$ cat src/rtl/sqs_pkg.sv
// Constants, types and helpers for the sequencer channel select block.
package sqs_pkg;
   localparam int SQS_LAYERS = 32;         // Sequencer stack depth.
   localparam int SQS_DEFAULTS = 8;        // Layers preset to input pairs.
   localparam int SQS_LW = 5;              // Layer index width.
   localparam int SQS_LAY_W = 9;           // Stored bits of one layer.
   localparam int SQS_AW = 6;              // Register address width.
   localparam int SQS_DW = 16;             // Data word width.
   localparam int SQS_FINAL_BIT = 8;       // Final layer flag position.
   localparam int SQS_B_LSB = 4;           // Bank B select position.
   localparam int SQS_A_LSB = 0;           // Bank A select position.
   localparam int SQS_STAT_A_LSB = 12;     // Status bank A index position.
   localparam int SQS_STAT_B_LSB = 8;      // Status bank B index position.
   localparam int SQS_CFG_STAT_BIT = 0;    // Status append enable position.
   localparam int SQS_CFG_CRC_BIT = 1;     // Checksum enable position.
   localparam int SQS_SPACE_BIT = 5;       // Address bit that leaves layers.
   localparam logic [5:0] SQS_CFG_ADDR = 6'h20;  // Configuration register.
   localparam logic [5:0] SQS_STAT_ADDR = 6'h21; // Readout status word.
   localparam logic [3:0] SQS_SEL_SUPPLY = 4'h8;    // Supply monitor.
   localparam logic [3:0] SQS_SEL_REGULATOR = 4'h9; // Regulator output.
   localparam logic [3:0] SQS_SEL_SELF_TEST = 4'hB; // Interface self test.
   localparam logic [15:0] SQS_PAT_A = 16'hAAAA; // Self test word, bank A.
   localparam logic [15:0] SQS_PAT_B = 16'h5555; // Self test word, bank B.
   localparam logic [7:0] SQS_CRC_POLY = 8'h07;  // Checksum polynomial.
   localparam logic [7:0] SQS_CRC_INIT = 8'h00;  // Checksum start value.

   // Readout states.
   typedef enum logic [1:0] {SQS_IDLE, SQS_WORD_A, SQS_WORD_B,
      SQS_STATUS} sqs_state_e;

   // Whole state of the block.
   typedef struct packed {
      logic [SQS_LAYERS-1:0][SQS_LAY_W-1:0] layer; // Sequencer stack.
      logic cfg_status;                 // Status append enable.
      logic cfg_crc;                    // Checksum enable.
      logic [SQS_LW-1:0] cur;           // Current layer.
      sqs_state_e st;                   // Readout state.
      logic [SQS_DW-1:0] res_b;         // Held bank B word.
      logic [SQS_DW-1:0] out_data;      // Word shown to the reader.
      logic [SQS_DW-1:0] status;        // Readout status word.
      logic [7:0] crc_acc;              // Running checksum.
      logic [SQS_DW-1:0] rdata;         // Register read data.
   } sqs_state_s;

   // Checksum of one 16-bit word, most significant bit first.
   function automatic logic [7:0] sqs_crc8(input logic [7:0] c,
      input logic [SQS_DW-1:0] w);
      logic [7:0] r;
      r = c;
      for (int i = SQS_DW - 1; i >= 0; i--)
      begin
         r = (r[7] ^ w[i]) ? ({r[6:0], 1'b0} ^ SQS_CRC_POLY)
            : {r[6:0], 1'b0};
      end
      return r;
   endfunction

   // Reset image: first layers walk the input pairs, the rest are zero.
   function automatic sqs_state_s sqs_reset_value();
      sqs_state_s s;
      s = '0;
      s.st = SQS_IDLE;
      s.crc_acc = SQS_CRC_INIT;
      for (int i = 0; i < SQS_DEFAULTS; i++)
      begin
         s.layer[i] = {1'b0, 4'(i), 4'(i)};
      end
      return s;
   endfunction

   localparam sqs_state_s SQS_RESET = sqs_reset_value(); // Reset state.
endpackage

$ cat src/rtl/sqs_channel_select.sv
// Sequencer channel selection, result readout and status word.
//
// Chosen here: the address map and the strobed register port.
`timescale 1ns/1ps
`default_nettype none
module sqs_channel_select
   import sqs_pkg::*;
(
   input wire logic CLK_SYS,                  // System clock, 40 MHz.
   input wire logic RESET,                    // Asynchronous reset, high.
   input wire logic [SQS_AW-1:0] REG_ADDR,    // Register word address.
   input wire logic [SQS_DW-1:0] REG_WDATA,   // Register write data.
   input wire logic REG_WR,                   // Register write strobe.
   input wire logic REG_RD,                   // Register read strobe.
   output logic [SQS_DW-1:0] REG_RDATA,       // Read data, next cycle.
   input wire logic CONV_DONE,                // Converter pair finished.
   input wire logic [SQS_DW-1:0] CONV_RESULT_A, // Bank A result.
   input wire logic [SQS_DW-1:0] CONV_RESULT_B, // Bank B result.
   output logic CONV_READY,                   // Ready for a new pair.
   output logic [3:0] CH_SEL_A,               // Bank A input select.
   output logic [3:0] CH_SEL_B,               // Bank B input select.
   input wire logic WORD_RD,                  // Reader takes the word.
   output logic WORD_VALID,                   // A word is waiting.
   output logic [SQS_DW-1:0] WORD_DATA        // Word being offered.
);
   sqs_state_s q;                  // Registered state.
   sqs_state_s d;                  // Next state.
   logic [SQS_LAY_W-1:0] cur_lay;  // Current layer contents.
   logic lay_final;                // Current layer ends the sequence.
   logic append;                   // Status word is appended.
   logic [SQS_DW-1:0] word_a;      // Bank A word after self test.
   logic [SQS_DW-1:0] word_b;      // Bank B word after self test.
   logic [SQS_LW-1:0] next_layer;  // Layer after the current one.
   logic capture;                  // A converter pair is taken.

   // Current layer decode; codes pass unchanged to the input muxes.
   assign cur_lay = q.layer[q.cur];
   assign lay_final = cur_lay[SQS_FINAL_BIT];
   assign append = q.cfg_status | q.cfg_crc;
   assign capture = CONV_DONE && (q.st == SQS_IDLE);

   assign CH_SEL_A = cur_lay[SQS_A_LSB +: 4];
   assign CH_SEL_B = cur_lay[SQS_B_LSB +: 4];

   assign word_a = (CH_SEL_A == SQS_SEL_SELF_TEST) ? SQS_PAT_A
      : CONV_RESULT_A;
   assign word_b = (CH_SEL_B == SQS_SEL_SELF_TEST) ? SQS_PAT_B
      : CONV_RESULT_B;

   assign next_layer = lay_final ? '0 : SQS_LW'(q.cur + 1'b1);

   // Next state: register port, then readout sequence.
   always_comb
   begin
      d = q;
      d.rdata = '0;
      // Writes to layers and configuration; the status word ignores them.
      if (REG_WR)
      begin
         if (!REG_ADDR[SQS_SPACE_BIT])
         begin
            d.layer[REG_ADDR[SQS_LW-1:0]] = REG_WDATA[SQS_LAY_W-1:0];
         end
         else if (REG_ADDR == SQS_CFG_ADDR)
         begin
            d.cfg_status = REG_WDATA[SQS_CFG_STAT_BIT];
            d.cfg_crc = REG_WDATA[SQS_CFG_CRC_BIT];
         end
      end
      // Reads answer one cycle later; unmapped addresses read zero.
      if (REG_RD)
      begin
         if (!REG_ADDR[SQS_SPACE_BIT])
         begin
            d.rdata = SQS_DW'(q.layer[REG_ADDR[SQS_LW-1:0]]);
         end
         else if (REG_ADDR == SQS_CFG_ADDR)
         begin
            d.rdata = '0;
            d.rdata[SQS_CFG_STAT_BIT] = q.cfg_status;
            d.rdata[SQS_CFG_CRC_BIT] = q.cfg_crc;
         end
         else if (REG_ADDR == SQS_STAT_ADDR)
         begin
            d.rdata = q.status;
         end
      end
      // Readout: word A, word B, then status at the end of the sequence if status or checksum is enabled.
      case (q.st)
         SQS_IDLE:
         begin
            if (CONV_DONE)
            begin
               d.out_data = word_a;
               d.res_b = word_b;
               d.crc_acc = sqs_crc8(sqs_crc8(q.crc_acc, word_a), word_b);
               d.status[SQS_STAT_A_LSB +: 4] = CH_SEL_A;
               d.status[SQS_STAT_B_LSB +: 4] = CH_SEL_B;
               d.status[7:0] = d.crc_acc;
               d.st = SQS_WORD_A;
            end
         end
         SQS_WORD_A:
         begin
            // Bank B word follows bank A.
            if (WORD_RD)
            begin
               d.out_data = q.res_b;
               d.st = SQS_WORD_B;
            end
         end
         SQS_WORD_B:
         begin
            if (WORD_RD)
            begin
               // self test words also precede status
               if (lay_final && append)
               begin
                  d.out_data = q.status;
                  d.st = SQS_STATUS;
               end
               else
               begin
                  d.cur = next_layer;
                  d.st = SQS_IDLE;
               end
            end
         end
         SQS_STATUS:
         begin
            // Status taken: checksum restarts for the next sequence.
            if (WORD_RD)
            begin
               d.crc_acc = SQS_CRC_INIT;
               d.cur = next_layer;
               d.st = SQS_IDLE;
            end
         end
         default:
         begin
            d.st = SQS_IDLE;
         end
      endcase
   end

   // State register.
   always_ff @(posedge CLK_SYS or posedge RESET)
   begin
      if (RESET)
      begin
         q <= SQS_RESET;
      end
      else
      begin
         q <= d;
      end
   end

   // Outputs come from the state flops.
   assign REG_RDATA = q.rdata;
   assign WORD_DATA = q.out_data;
   assign WORD_VALID = (q.st != SQS_IDLE);
   assign CONV_READY = (q.st == SQS_IDLE);
endmodule
`default_nettype wire

$ cat config.mk
export PLATFORM = sky130hd
export DESIGN_NAME = sqs_channel_select
export DESIGN_NICKNAME = d
export VERILOG_FILES = /design/src/rtl/sqs_pkg.sv /design/src/rtl/sqs_channel_select.sv
export SDC_FILE = /design/constraint.sdc
export NUM_CORES = 1
export LEC_CHECK = 0
export BUFFER_PORTS_ARGS = -buffer_cell sky130_fd_sc_hd__clkbuf_2
export CAP_MARGIN = 30
export CORE_ASPECT_RATIO = 1.4
export CORE_UTILIZATION = 38
export DETAILED_ROUTE_END_ITERATION = 10
export RECOVER_POWER = 100
export SLEW_MARGIN = 20
export SYNTH_ARGS = -nofsm -noshare
export SYNTH_HDL_FRONTEND = slang
export SYNTH_SLANG_ARGS = --single-unit
$ cat constraint.sdc
create_clock -name CLK_SYS -period 16.7 [get_ports CLK_SYS]
set_input_delay 0 -clock CLK_SYS [delete_from_list [all_inputs] [get_ports CLK_SYS]]
set_output_delay 0 -clock CLK_SYS [all_outputs]
set_load 0.02 [all_outputs]
==> run summary <==
outcome: complete, but fails checks
violated checks: capacitance limit, slew limit
met3 usage: 3.14%
Post-Synthesis Cells: 1517
syn avg cell area: 13.4 µm²
Leakage Power: 9.84 nW
drt total wl: 59.1 mm
hold path cells: 4
die span in y: 275 µm
Worst R2R Start: q[75]
Routed wire per std cell: 25.5 µm
reg2reg end: q[26]
Clk network pwr share: 24.2%
I/O pin cnt: 102
post-synthesis sequential area ratio: 45.7%
initial antenna violation count: 4
Int Pwr: 2.30 mW
IO buf count: 94
Worst setup EP type: async pin
clock net sink count: 369
final hold violation count: 0
Via density: 5.75
number of global-route vias before repair: 13900
HPWL Detailed: 41.1 mm
post-route cell area: 22700 µm²
Most Crowded Layer GR: met2
Tcrit/Tclk final: 51.1%
Worst-path clk slew: 0.06 ns
register bit count reported by yosys: 369
asr flop ratio synth: 100%
ratio of cells with drive above 1 in the final layout: 36.5%
Worst-Skew Late Latency: 0.55 ns
Global Route Usage Sum: 22.3%
critical path launch point type: input pin
Tightest Pin Transition: 3.70 ns
sequential power share: 33.4%
first-pass GRT wire length: 89.6 mm
unrepaired setup endpoints after global routing: false
Hold Crit Class: input pin to flip-flop
Reg2Reg Setup Slack: 9.61 ns
Yosys cell types: 57
CTS tree: done
Resize count post-CTS: 0
met2 GRT Util: 39.6%
CP Class: input pin to async pin
Crit path required time: 16.33 ns
Setup violations, final: 0
Net Count, Synth: 1582
length of the first detailed-routing pass in iterations: 5
placed cell area: 21200 µm²
largest net degree at the start of global routing: 87
row count: 99
CP max FO: 86
DRC Markers: 0
Die ar.: 54300 µm²
P&R area growth vs syn: 11.8%
Pwr Density: 162 nW/µm²
Via Count: 13300
routability congestion estimate: 0.898
antenna-violating nets left: 0
Hold EP: q[71]
GR Util met1: 25.8%
Nets: 1645
R2R depth: 11
Main synth FF type: dfrtp_1
H-tree depth: 2
Ys Warns: 0
gr ovfl total: 0
Max-slew headroom: -148%
Sw Share: 37.4%
data arrival time of the critical path: 8.17 ns
fin. max-slew vios: 469
initial core utilization: 38.7%
DR iter-0 viols: 920
setup TNS: 0 ns
Post-synth EDFFs: 0
peak supply drop: 0.164 mV
Worst Clk Skew: 0.0236 ns
Hold Path Origin: CONV_RESULT_B[15]
combinational fraction of design power: 42.3%
root buffer cell: clkbuf_16
Clock Tree Buf Depth: 3
switching power: 1.38 mW
cts bufs inserted: 38
fill count: 4806
die width: 197 µm
Peak Freq: 0.117 GHz
core area: 52400 µm²
minimum clock period after layout: 8.54 ns
Max-Cap Viols: 11
Netlist Area Pre-Place: 20300 µm²
-- cells in the mapped netlist (all sizes together), types with 12 or more instances --
library cell	n	area, µm²
dfstp	24	631
mux4	139	3150
nand2	95	357
a22o	30	263
xnor2	79	699
xor2	25	226
mux2	292	3290
mux2i	23	230
a22oi	26	195
buf	64	465
clkbuf	78	293
nor2	60	225
a21oi	45	229
dfrtp	345	8630
o22ai	18	113
inv	13	48.8
nor2b	12	75.1
o21ai	40	200
-- power by group through the flow --
stage / registers, mW / clock network [mW] / logic (mW)
after floorplan: 1.16 / 0 / 1.26
after global placement: 1.23 / 0 / 1.56
after detailed placement: 1.24 / 0 / 1.57
after CTS: 1.23 / 0.909 / 1.59
after global routing: 1.25 / 0.942 / 1.67
final: 1.23 / 0.892 / 1.56
-- how the worst max path moves through the flow --
stage	from	end	cells after the start
4_1_cts	q[74]	q[21]	10
6_report	RESET	q[74]	6
5_1_grt	RESET	q[74]	6
2_1_floorplan	RESET	REG_RDATA[0]	1
3_5_place_dp	q[74]	q[21]	10
3_3_place_gp	q[74]	q[21]	10
-- routing by layer --
metal | vias up | part of all wire (%)
met5 | - | 0.061
met4 | 6 | 5.5
met3 | 145 | 4.6
met2 | 416 | 52
met1 | 6981 | 38
li1 | 5770 | -
-- final cells by class --
class,count,area [µm²],share of cell area [%]
clock inverters,11,165,0.729
well taps,707,885,3.90
flip-flops and latches,369,9270,40.9
clock buffers,58,1150,5.06
inverters,13,50.0,0.221
repair buffers,165,940,4.14
diodes,1,2.50,0.0110
multi-input cells,993,10200,45.0
-- critical path, stage by stage --
cell and delay [ns]:
dlygate4sd3_1 0.54, clkbuf_2 0.11, clkinvlp_2 2.06, clkbuf_1 1.00, clkbuf_1 2.20, clkbuf_1 2.15
-- through the flow --
stage | hold WS, ns | total power [mW] | util [%] | worst slack (ns) | instances
finish | 0.0152 | 3.68 | 43.3 | 8.16 | 2317
global route | 0.0323 | 3.86 | 43.3 | 6.33 | 2316
CTS | 0.00959 | 3.73 | 43.7 | 11.45 | 2312
detailed placement | 0.130 | 2.82 | 40.5 | 11.51 | 2208
global placement | 0.117 | 2.79 | 40.4 | 11.55 | 2204
floorplan | 0.129 | 2.42 | - | 6.49 | 1517
-- sequential cells by signal (all words and copies together) (netlist names) --
| register | count |
|---|---|
| WORD_DATA | 16 |
| q | 337 |
| REG_RDATA | 16 |
-- what timing repair did --
action	CTS	global route
hold buffers	35	0
buffers inserted	0	0
endpoints found under the hold margin	135	0
-- logic make-up after synthesis --
group	synth area share [%]
buffers and inverters	3.98
AOI/OAI and AO/OA	6.67
DFF	45.7
muxes	32.9
adders and majority gates	0.308
xor gates and xnor gates	5.35
and+or+nand+nor	5.16
-- cells in the final DEF (no fill, tap or decap), types with 35 or more instances in the layout --
cell           netlist  final
nor2_1              60     60
xnor2_1             78     78
mux4_2             133    133
mux2_2             292    291
clkbuf_1            78     78
dlygate4sd3_1        0     35
clkbuf_2             0     51
dfrtp_1            345    343
a21oi_1             44     45
clkbuf_16            0     39
nand2_1             95     95
o21ai_0             33     39
(Power assumes the default switching activity.)
